`src/common/sp4_map.vh`:
```
`ifndef SP4_MAP_VH
`define SP4_MAP_VH
// Register word addresses (byte address = 4 x word)
`define SP4_ADDR_BUF 4'h0
`define SP4_ADDR_CTRL 4'h1
`define SP4_ADDR_PWR 4'h2
// Control register fields
`define SP4_CTRL_RI 0
`define SP4_CTRL_TI 1
`define SP4_CTRL_RB8 2
`define SP4_CTRL_TB8 3
`define SP4_CTRL_REN 4
`define SP4_CTRL_SM2 5
`define SP4_CTRL_SML 6
`define SP4_CTRL_SMH 7
// Power control fields
`define SP4_PWR_FEV 6
`define SP4_PWR_DBL 7
// Mode codes {high,low}
`define SP4_MODE0 2'h0
`define SP4_MODE1 2'h1
`define SP4_MODE2 2'h2
`define SP4_MODE3 2'h3
// Mode 0 timing in clocks
`define SP4_M0_SETUP_FAST 4'h1
`define SP4_M0_LOW_FAST 4'h2
`define SP4_M0_SETUP_SLOW 4'h3
`define SP4_M0_LOW_SLOW 4'h6
`define SP4_M0_HIGH_FAST 4'h1
`define SP4_M0_HIGH_SLOW 4'h3
// Oversample divisors (system clocks per 16x tick, mode 2)
`define SP4_OSC_DIV_FAST 6'h02
`define SP4_OSC_DIV_SLOW 6'h04
// Vote points in the 16-state counter
`define SP4_VOTE_A 4'h7
`define SP4_VOTE_B 4'h8
`define SP4_VOTE_C 4'h9
`define SP4_BITS_M1 4'ha
`define SP4_BITS_M2 4'hb
`define SP4_BITS_M0 4'h8
`endif

```
`src/rtl/sp4_serial_port.v`:
```
// Our own choices: the address map and register access over Wishbone.
`timescale 1ns/1ps
`include "sp4_map.vh"
// Summary of operation
// (RULE1) Buffer writes transmit; reads return receive buffer
// (RULE2) Mode 0: eight bits LSB first, clock driven
// (RULE3) Mode 0 rate 1/12 or 1/4 by fast bit
// (RULE4) Mode 0 setup/low times 1/2 or 3/6 clocks
// (RULE5) Mode 0 transmit flag after last bit
// (RULE6) Mode 0 receive starts when enabled, flag clear
// (RULE7) Partner changes data on clock falling edge
// (RULE8) Mode 0 receive flag after last rise
// (RULE9) Mode 1 ten-bit frame, stop into ninth bit
// (RULE10) Mode 1 rate 1/16 or 1/32 of overflow
// (RULE11) Async bits start on divide-by-16 rollovers
// (RULE12) Transmit flag at 10th or 11th rollover
// (RULE13) Receiver samples 16x, falling edge resets counter
// (RULE14) Bit by majority of samples 8,9,10
// (RULE15) Non-zero start bit aborts frame
// (RULE16) Load only if flag clear and filter passes
// (RULE17) After stop middle, hunt falling edge again
// (RULE18) Mode 2 eleven bits with sent ninth bit
// (RULE19) Mode 2 rate 1/32 or 1/64 oscillator
// (RULE20) Mode 3 like mode 2, timer rate
// (RULE21) Framing error sticky until software clears
// (RULE22) Control bit 7 shows error or mode bit
// (RULE23) Mode bits decode to modes 0 to 3
module sp4_serial_port (
   // System
   input wire mclk,
   input wire reset_n,
   // Wishbone slave
   input wire wb_cyc_i,
   input wire wb_stb_i,
   input wire wb_we_i,
   input wire [3:0] wb_adr_i,
   input wire [3:0] wb_sel_i,
   input wire [31:0] wb_dat_i,
   output reg [31:0] wb_dat_o,
   output reg wb_ack_o,
   // Baud source
   input wire timerOverflow,
   // Serial pins
   input wire serialDataIn,
   output reg serialDataOut,
   output reg serialDataOe,
   output reg shiftClockOut
);

   //----------------------------------------------------------
   // Registers
   //----------------------------------------------------------
   reg [7:0] txBuf_q;
   reg [7:0] rxBuf_q;
   reg [7:0] ctrl_q;
   reg [7:0] pwr_q;
   reg frameErr_q;
   reg modeHigh_q;
   reg [1:0] rxSync_q;
   reg [1:0] ovSync_q;
   reg ovLast_q;

   wire [1:0] mode = {modeHigh_q, ctrl_q[`SP4_CTRL_SML]}; // [RULE23]
   wire sm2 = ctrl_q[`SP4_CTRL_SM2];
   wire rxIn = rxSync_q[1];
   wire busReq = wb_cyc_i & wb_stb_i & ~wb_ack_o;
   wire wrBuf = busReq & wb_we_i & wb_sel_i[0] &
      (wb_adr_i == `SP4_ADDR_BUF); // [RULE1]
   wire wrCtrl = busReq & wb_we_i & wb_sel_i[0] &
      (wb_adr_i == `SP4_ADDR_CTRL);
   wire wrPwr = busReq & wb_we_i & wb_sel_i[0] &
      (wb_adr_i == `SP4_ADDR_PWR);

   //----------------------------------------------------------
   // 16x tick generation
   //----------------------------------------------------------
   // Timer overflow arrives from outside; synchronised first
   reg [5:0] oscCnt_q;
   reg tick16;
   reg halfTog_q;
   wire ovEdge = ovSync_q[1] & ~ovLast_q;
   wire [5:0] oscDiv = pwr_q[`SP4_PWR_DBL] ? `SP4_OSC_DIV_FAST :
      `SP4_OSC_DIV_SLOW; // [RULE19]
   always @* begin
      if (mode == `SP4_MODE2) begin
         tick16 = (oscCnt_q == oscDiv - 6'h01); // [RULE19]
      end else if (pwr_q[`SP4_PWR_DBL]) begin
         tick16 = ovEdge; // [RULE10] [RULE20]
      end else begin
         tick16 = ovEdge & halfTog_q; // [RULE10]
      end
   end

   always @(posedge mclk or negedge reset_n) begin
      if (!reset_n) begin
         oscCnt_q <= 6'h00;
         halfTog_q <= 1'b0;
         rxSync_q <= 2'h3;
         ovSync_q <= 2'h0;
         ovLast_q <= 1'b0;
      end else begin
         rxSync_q <= {rxSync_q[0], serialDataIn};
         ovSync_q <= {ovSync_q[0], timerOverflow};
         ovLast_q <= ovSync_q[1];
         if (ovEdge) begin
            halfTog_q <= ~halfTog_q;
         end
         if (tick16 && mode == `SP4_MODE2) begin
            oscCnt_q <= 6'h00;
         end else begin
            oscCnt_q <= oscCnt_q + 6'h01;
         end
      end
   end

   //----------------------------------------------------------
   // Transmitter and mode 0 engine
   //----------------------------------------------------------
   localparam [3:0] TX_IDLE = 4'h1;
   localparam [3:0] TX_WAIT = 4'h2;
   localparam [3:0] TX_SEND = 4'h4;
   localparam [3:0] TX_SYNC = 4'h8;
   reg [3:0] txState_q;
   reg [3:0] txDiv_q;
   reg [3:0] txBits_q;
   reg [10:0] txShift_q;
   reg [3:0] m0Cnt_q;
   reg m0Low_q;
   reg m0Rx_q, m0Take_q;
   reg txFlagSet;
   reg rxFlagSet0;
   wire m0Fast = sm2; // [RULE3]
   wire [3:0] m0Setup = m0Fast ? `SP4_M0_SETUP_FAST : `SP4_M0_SETUP_SLOW;
   wire [3:0] m0LowT = m0Fast ? `SP4_M0_LOW_FAST : `SP4_M0_LOW_SLOW;
   wire [3:0] m0HighT = m0Fast ? `SP4_M0_HIGH_FAST : `SP4_M0_HIGH_SLOW;
   wire m0RxStart = (mode == `SP4_MODE0) & ctrl_q[`SP4_CTRL_REN] &
      ~ctrl_q[`SP4_CTRL_RI] & (txState_q == TX_IDLE) & ~wrBuf &
      ~m0Take_q & ~rxFlagSet0; // [RULE6]
   // Free-running tx divide-by-16, not aligned to the write
   wire txRoll = tick16 & (txDiv_q == 4'hf); // [RULE11]

   always @(posedge mclk or negedge reset_n) begin
      if (!reset_n) begin
         txState_q <= TX_IDLE;
         txDiv_q <= 4'h0;
         txBits_q <= 4'h0;
         txShift_q <= 11'h7ff;
         m0Cnt_q <= 4'h0;
         m0Low_q <= 1'b0;
         m0Rx_q <= 1'b0;
         m0Take_q <= 1'b0;
         serialDataOut <= 1'b1;
         serialDataOe <= 1'b1;
         shiftClockOut <= 1'b1;
         txFlagSet <= 1'b0;
         rxFlagSet0 <= 1'b0;
      end else begin
         txFlagSet <= 1'b0;
         m0Take_q <= 1'b0;
         rxFlagSet0 <= m0Take_q & (txBits_q == 4'h0); // [RULE8]
         if (m0Take_q) begin
            txShift_q <= {rxIn, txShift_q[10:1]};
         end
         if (tick16) begin
            txDiv_q <= txDiv_q + 4'h1;
         end
         case (txState_q)
            TX_IDLE: begin
               m0Low_q <= 1'b0;
               shiftClockOut <= 1'b1;
               if (mode == `SP4_MODE0) begin
                  serialDataOe <= ~ctrl_q[`SP4_CTRL_REN];
               end else begin
                  serialDataOe <= 1'b1;
                  serialDataOut <= 1'b1;
               end
               if (wrBuf && mode == `SP4_MODE0) begin
                  txShift_q <= {3'h7, wb_dat_i[7:0]}; // [RULE2]
                  txBits_q <= `SP4_BITS_M0;
                  m0Rx_q <= 1'b0;
                  m0Cnt_q <= 4'h0;
                  serialDataOe <= 1'b1;
                  txState_q <= TX_SYNC;
               end else if (wrBuf) begin
                  txShift_q <= (mode == `SP4_MODE1) ?
                     {2'h3, wb_dat_i[7:0], 1'b0} :
                     {1'b1, ctrl_q[`SP4_CTRL_TB8], wb_dat_i[7:0],
                      1'b0}; // [RULE9] [RULE18]
                  txBits_q <= (mode == `SP4_MODE1) ? `SP4_BITS_M1 :
                     `SP4_BITS_M2;
                  txState_q <= TX_WAIT;
               end else if (m0RxStart) begin
                  txBits_q <= `SP4_BITS_M0;
                  m0Rx_q <= 1'b1;
                  m0Cnt_q <= 4'h0;
                  serialDataOe <= 1'b0;
                  txState_q <= TX_SYNC;
               end
            end
            TX_WAIT: begin
               if (txRoll) begin
                  serialDataOut <= txShift_q[0]; // [RULE11]
                  txShift_q <= {1'b1, txShift_q[10:1]};
                  txBits_q <= txBits_q - 4'h1;
                  if (txBits_q == 4'h1) begin
                     txState_q <= TX_SEND;
                  end
               end
            end
            TX_SEND: begin
               // Flag one clock after the stop bit appears
               txFlagSet <= 1'b1; // [RULE12]
               txState_q <= TX_IDLE;
            end
            TX_SYNC: begin
               // Mode 0: high phase, setup, low phase per bit
               m0Cnt_q <= m0Cnt_q + 4'h1;
               if (!m0Low_q) begin
                  if (m0Cnt_q == m0HighT - 4'h1 && !m0Rx_q) begin
                     serialDataOut <= txShift_q[0]; // [RULE2]
                  end
                  if (m0Cnt_q == m0HighT + m0Setup - 4'h1) begin
                     shiftClockOut <= 1'b0; // [RULE4]
                     m0Low_q <= 1'b1;
                     m0Cnt_q <= 4'h0;
                  end
               end else if (m0Cnt_q == m0LowT - 4'h1) begin
                  shiftClockOut <= 1'b1; // [RULE4]
                  m0Low_q <= 1'b0;
                  m0Cnt_q <= 4'h0;
                  // Synchroniser delay: rise sample taken a clock later
                  m0Take_q <= m0Rx_q; // [RULE6] [RULE7]
                  if (!m0Rx_q) begin
                     txShift_q <= {1'b1, txShift_q[10:1]};
                  end
                  txBits_q <= txBits_q - 4'h1;
                  if (txBits_q == 4'h1) begin
                     txState_q <= TX_IDLE;
                     txFlagSet <= ~m0Rx_q; // [RULE5]
                  end
               end
            end
            default: begin
               txState_q <= TX_IDLE;
            end
         endcase
      end
   end

   //----------------------------------------------------------
   // Asynchronous receiver
   //----------------------------------------------------------
   localparam [2:0] RX_HUNT = 3'h1;
   localparam [2:0] RX_BITS = 3'h2;
   localparam [2:0] RX_DONE = 3'h4;
   reg [2:0] rxState_q;
   reg [3:0] rxDiv_q;
   reg [3:0] rxCnt_q;
   reg [9:0] rxShift_q;
   reg [2:0] votes_q;
   reg rxLast_q;
   reg rxFlagSet;
   reg rxLoad;
   reg feSet;
   wire vote = (votes_q[0] & votes_q[1]) | (votes_q[0] & votes_q[2]) |
      (votes_q[1] & votes_q[2]); // [RULE14]
   wire rxEnable = ctrl_q[`SP4_CTRL_REN] & (mode != `SP4_MODE0);
   wire [3:0] rxLen = (mode == `SP4_MODE1) ? `SP4_BITS_M1 : `SP4_BITS_M2;

   always @(posedge mclk or negedge reset_n) begin
      if (!reset_n) begin
         rxState_q <= RX_HUNT;
         rxDiv_q <= 4'h0;
         rxCnt_q <= 4'h0;
         rxShift_q <= 10'h000;
         votes_q <= 3'h7;
         rxLast_q <= 1'b1;
         rxFlagSet <= 1'b0;
         rxLoad <= 1'b0;
         feSet <= 1'b0;
      end else begin
         rxFlagSet <= 1'b0;
         rxLoad <= 1'b0;
         feSet <= 1'b0;
         if (tick16) begin
            rxLast_q <= rxIn;
            rxDiv_q <= rxDiv_q + 4'h1;
         end
         case (rxState_q)
            RX_HUNT: begin
               if (rxEnable && tick16 && rxLast_q && !rxIn) begin
                  rxDiv_q <= 4'h0; // [RULE13]
                  rxCnt_q <= 4'h0;
                  rxState_q <= RX_BITS;
               end
            end
            RX_BITS: begin
               if (tick16) begin
                  if (rxDiv_q == `SP4_VOTE_A) begin
                     votes_q[0] <= rxIn;
                  end
                  if (rxDiv_q == `SP4_VOTE_B) begin
                     votes_q[1] <= rxIn;
                  end
                  if (rxDiv_q == `SP4_VOTE_C) begin
                     votes_q[2] <= rxIn;
                  end
               end
               if (tick16 && rxDiv_q == `SP4_VOTE_C + 4'h1) begin
                  rxCnt_q <= rxCnt_q + 4'h1;
                  rxShift_q <= {vote, rxShift_q[9:1]};
                  if (rxCnt_q == 4'h0 && vote) begin
                     rxState_q <= RX_HUNT; // [RULE15]
                  end else if (rxCnt_q == rxLen - 4'h1) begin
                     rxState_q <= RX_DONE;
                  end
               end
               if (!rxEnable) begin
                  rxState_q <= RX_HUNT;
               end
            end
            RX_DONE: begin
               // Stop bit at rxShift_q[9]
               feSet <= ~rxShift_q[9]; // [RULE21]
               if (!ctrl_q[`SP4_CTRL_RI] &&
                   (!sm2 || rxShift_q[9])) begin // [RULE16]
                  rxLoad <= 1'b1;
                  rxFlagSet <= 1'b1;
               end
               rxState_q <= RX_HUNT; // [RULE17]
            end
            default: begin
               rxState_q <= RX_HUNT;
            end
         endcase
      end
   end

   // Data bits sit below stop (and ninth) bit in the shifter
   wire [7:0] rxData = (mode == `SP4_MODE1) ? rxShift_q[8:1] :
      rxShift_q[7:0];
   wire rxNinth = (mode == `SP4_MODE1) ? rxShift_q[9] : rxShift_q[8];

   //----------------------------------------------------------
   // Register file and bus
   //----------------------------------------------------------
   // Hardware set wins over a software clear in the same cycle
   wire [7:0] ctrlRead = {pwr_q[`SP4_PWR_FEV] ? frameErr_q : modeHigh_q,
      ctrl_q[6:0]}; // [RULE22]
   always @(posedge mclk or negedge reset_n) begin
      if (!reset_n) begin
         txBuf_q <= 8'h00;
         rxBuf_q <= 8'h00;
         ctrl_q <= 8'h00;
         pwr_q <= 8'h00;
         frameErr_q <= 1'b0;
         modeHigh_q <= 1'b0;
         wb_ack_o <= 1'b0;
         wb_dat_o <= 32'h00000000;
      end else begin
         wb_ack_o <= busReq;
         if (wrBuf) begin
            txBuf_q <= wb_dat_i[7:0]; // [RULE1]
         end
         if (wrPwr) begin
            pwr_q <= wb_dat_i[7:0];
         end
         if (wrCtrl) begin
            ctrl_q <= {1'b0, wb_dat_i[6:0]};
            if (pwr_q[`SP4_PWR_FEV]) begin
               frameErr_q <= wb_dat_i[7] | feSet; // [RULE22]
            end else begin
               modeHigh_q <= wb_dat_i[7];
            end
         end
         if (feSet) begin
            frameErr_q <= 1'b1; // [RULE21]
         end
         if (txFlagSet) begin
            ctrl_q[`SP4_CTRL_TI] <= 1'b1;
         end
         if (rxFlagSet || rxFlagSet0) begin
            ctrl_q[`SP4_CTRL_RI] <= 1'b1;
         end
         if (rxLoad) begin
            rxBuf_q <= rxData;
            ctrl_q[`SP4_CTRL_RB8] <= rxNinth; // [RULE9] [RULE18]
         end
         if (rxFlagSet0) begin
            rxBuf_q <= txShift_q[10:3];
         end
         if (busReq && !wb_we_i) begin
            case (wb_adr_i)
               `SP4_ADDR_BUF: wb_dat_o <= {24'h000000, rxBuf_q}; // [RULE1]
               `SP4_ADDR_CTRL: wb_dat_o <= {24'h000000, ctrlRead};
               `SP4_ADDR_PWR: wb_dat_o <= {24'h000000, pwr_q};
               default: wb_dat_o <= 32'h00000000;
            endcase
         end
      end
   end

endmodule

```
`config.mk`:
```
export PLATFORM = sky130hd
export DESIGN_NAME = sp4_serial_port
export DESIGN_NICKNAME = d
export VERILOG_FILES = /design/src/rtl/sp4_serial_port.v
export VERILOG_INCLUDE_DIRS = /design/src /design/src/common
export SDC_FILE = /design/constraint.sdc
export NUM_CORES = 1
export LEC_CHECK = 0
export BUFFER_PORTS_ARGS = -buffer_cell sky130_fd_sc_hd__buf_2
export CAP_MARGIN = 10
export CORE_UTILIZATION = 62
export DETAILED_ROUTE_END_ITERATION = 10
export HOLD_SLACK_MARGIN = 0.02
export PLACE_DENSITY = 0.86
export SYNTH_ARGS = -nofsm -noshare
export SYNTH_HDL_FRONTEND = slang
export SYNTH_SLANG_ARGS = --single-unit
```
`constraint.sdc`:
```
create_clock -name mclk -period 4.1 [get_ports mclk]
set_input_delay 0.205 -clock mclk [delete_from_list [all_inputs] [get_ports mclk]]
set_output_delay 0.205 -clock mclk [all_outputs]
set_load 0.01 [all_outputs]
```
==> results.json <==
{
  "run_status": "finished, violations left",
  "failed_checks": "DRC",
  "power-per-cell-area_mw_per_mm2": 451,
  "worst_r2r_endpoint": "txShift_q[4]",
  "floorplan.io_pins": 83,
  "post-synth-top-area-fraction": 0.373,
  "ys_seq_elements": 108,
  "maxCapViolCount": 0,
  "wl_um": 12200,
  "port_buffers": 31,
  "crit_required_ps": 4350,
  "peakVddDrop_mv": 0.202,
  "global_route_wire_length_before_repair_um": 19900,
  "setup-tns-final_ps": 0,
  "synth.yosys.seq_area_share": 0.474,
  "post_cts_resized": 0,
  "final_layout_size_suffix_gt1_frac": 0.193,
  "setup.worst_path.start": "ctrl_q[6]",
  "fmax_mhz": 396,
  "routabilityCongestion": 0.856,
  "dieHeight_um": 98.4,
  "cts_tree": "built",
  "place_ws_ps": 1690,
  "detail_route.iter0.violations": 341,
  "number_of_enable_flip_flop_cells_after_synthesis": 0,
  "post-route-worst-setup-slack_ps": 1580,
  "ctsHtreeMaxLevel": 3,
  "routed-via-count": 4404,
  "grt_max_degree": 75,
  "worst-setup-path-type": "flop to flop",
  "synth.cell_area_mm2": 0.00577,
  "layout_skew_ps": 12.6,
  "drtPass1Iterations": 10,
  "syn_inst": 571,
  "max_slew_margin": 0.378,
  "starting_utilization_of_the_core_area": 0.652,
  "floorplan.die.width_um": 98.4,
  "groute.usage.overall": 0.261,
  "tightest_slew_ps": 934,
  "post-synth-top-area-cell": "dfrtp_1",
  "post-synth-top-count-cell": "dfrtp_1",
  "finalNetCount": 656,
  "grt_pass1_vias": 4146,
  "hp-class": "input pin to flop",
  "r2r_cells": 6,
  "async_reset_ff_frac": 1.00,
  "hold_viol_final": 0,
  "rows": 34,
  "ctsLongestPathBuffers": 2,
  "timing.critical_path.to_type": "flop",
  "synthToLayoutAreaGrowth_pct": 5.56,
  "detail_route.wl_per_cell_um": 17.2,
  "rsz0062_at_grt": "false",
  "synthFlopType": "dfrtp_1",
  "largest_fanout_on_the_critical_path": 7,
  "post_synth_num_cell_types": 68,
  "critPathLaunchType": "flop",
  "grt.overflow.total": 0,
  "setup.reg_to_reg.worst_slack_ps": 1580,
  "reg2reg_from": "ctrl_q[6]",
  "final_antenna_diode_count": 0,
  "clkTransAtPathRegs_ps": 100,
  "route.antenna.remaining_nets": 0,
  "synthesis.yosys.warnings": 0,
  "power.static_leakage_nw": 2.80,
  "detailed_place_hpwl_um": 8540,
  "maxSlewViolCount": 0,
  "timing.final.crit_share": 0.616,
  "clk_root_buffer_cell": "clkbuf_8",
  "grt_antenna_before_repair": 0,
  "vias_per_cell": 6.22,
  "finalWorstPathRequiredPeriod_ps": 2520,
  "clock_sink_count": 108,
  "drc_errors": 9,
  "post_syn_area_per_cell_um2": 10.1,
  "clk_latency_ps": 360,
  "synth_common_cells": "dfrtp_1, nand2_1, o21ai_0",
  "cts_bufs_inserted": 9,
  "die_area_mm2": 0.00969,
  "synth_top_cells_by_area": "dfrtp_1, dfstp_2, mux2_2, nand2_1, o21ai_0",
  "worst_ep_arrival_time_ps": 2780,
  "endpoint_of_the_worst_setup_timing_path": "txShift_q[4]",
  "core_region_area_mm2": 0.00885,
  "setup-violations-final": 0
}
## power by group
group / internal, W / total [W] / switching (W)
logic: 0.000299 / 0.000733 / 0.000434
registers: 0.00125 / 0.00142 / 0.000177
clock network: 0.000240 / 0.000588 / 0.000347
total: 0.00179 / 0.00275 / 0.000959
## state kept, by name, summed over array words and instances, names as in the netlist, 2 cells and up
register and count:
txBits_q 4, m0Cnt_q 4, ovSync_q 2, oscCnt_q 6, rxSync_q 2, votes_q 3, rxDiv_q 4, wb_dat_o 8
rxState_q 3, rxBuf_q 8, rxCnt_q 4, ctrl_q 7, txShift_q 11, txDiv_q 4, rxShift_q 10, pwr_q 8
txState_q 4
## per-layer routing
metal | track usage | part of all wire | vias to the layer above
li1 | - | - | 2041
met1 | 0.352 | 0.44 | 2126
met2 | 0.421 | 0.48 | 195
met3 | 0.0433 | 0.055 | 42
met4 | 0.110 | 0.028 | 0
met5 | 0 | 0 | -
## final cells by class
class                   instances  area, µm²
inverters                      16       60.1
multi-input cells             421       2760
clock buffers                  13        149
fillers                       640       2760
repair buffers                 39        225
clock inverters                 3       23.8
flip-flops and latches        108       2730
well taps                     108        135
## through the flow
step	cell area [µm²]	hold slack, ps	util	std cells	total power, W
final	6090	132	0.688	708	0.00275
after global routing	6090	136	0.688	708	0.00290
after CTS	6090	118	0.688	708	0.00274
after detailed placement	5880	312	0.665	689	0.00215
after global placement	5880	312	0.665	689	0.00210
after floorplan	5850	-90.6	-	594	0.00196
## repair_timing
item	CTS	global route
endpoints found under the hold margin	46	0
setup buffers	0	0
hold buffers	3	0
## cell families (layout without fill, tap and decap cells)
group | Yosys count | count (layout) | synth area share
compound gates | 114 | 114 | 0.134
xor+xnor | 12 | 12 | 0.0182
fa+ha+maj | 15 | 15 | 0.0321
buf+inv | 65 | 71 | 0.0623
flops | 108 | 108 | 0.474
mux | 52 | 52 | 0.0974
other cells | 1 | 24 | 0.000650
simple gates | 204 | 204 | 0.182
## worst min path at each step
| stage | startpoint | slack [ps] | cells after the start | end |
|---|---|---|---|---|
| after floorplan | reset_n | -90 | 0 | ctrl_q[0] |
| after global placement | serialDataIn | 310 | 1 | rxSync_q[0] |
| after detailed placement | serialDataIn | 310 | 1 | rxSync_q[0] |
| after CTS | wb_dat_i[7] | 120 | 3 | modeHigh_q |
| after global routing | wb_dat_i[4] | 140 | 2 | ctrl_q[4] |
| final | wb_dat_i[7] | 130 | 3 | modeHigh_q |
## critical path, cell delays in order (launching register included)
cell and delay (ps):
dfrtp_1 470, nor4bb_1 360, and3_1 260, o2111a_1 350
nor2_1 120, nor3b_1 620, o21ai_0 240
## layout by cell type (no fill, tap or decap), types with 16 or more instances in the layout
| cell type | synthesis | layout |
|---|---|---|
| dfrtp_1 | 86 | 86 |
| nand2_1 | 79 | 79 |
| o21ai_0 | 49 | 49 |
| nor2_1 | 33 | 33 |
| mux2_2 | 33 | 33 |
| buf_2 | 5 | 30 |
| nand3_1 | 25 | 25 |
| conb_1 | 1 | 24 |
| dfstp_2 | 22 | 22 |
| mux2i_1 | 19 | 19 |
| inv_1 | 16 | 16 |
No activity file was read; power rests on OpenSTA's default activity.
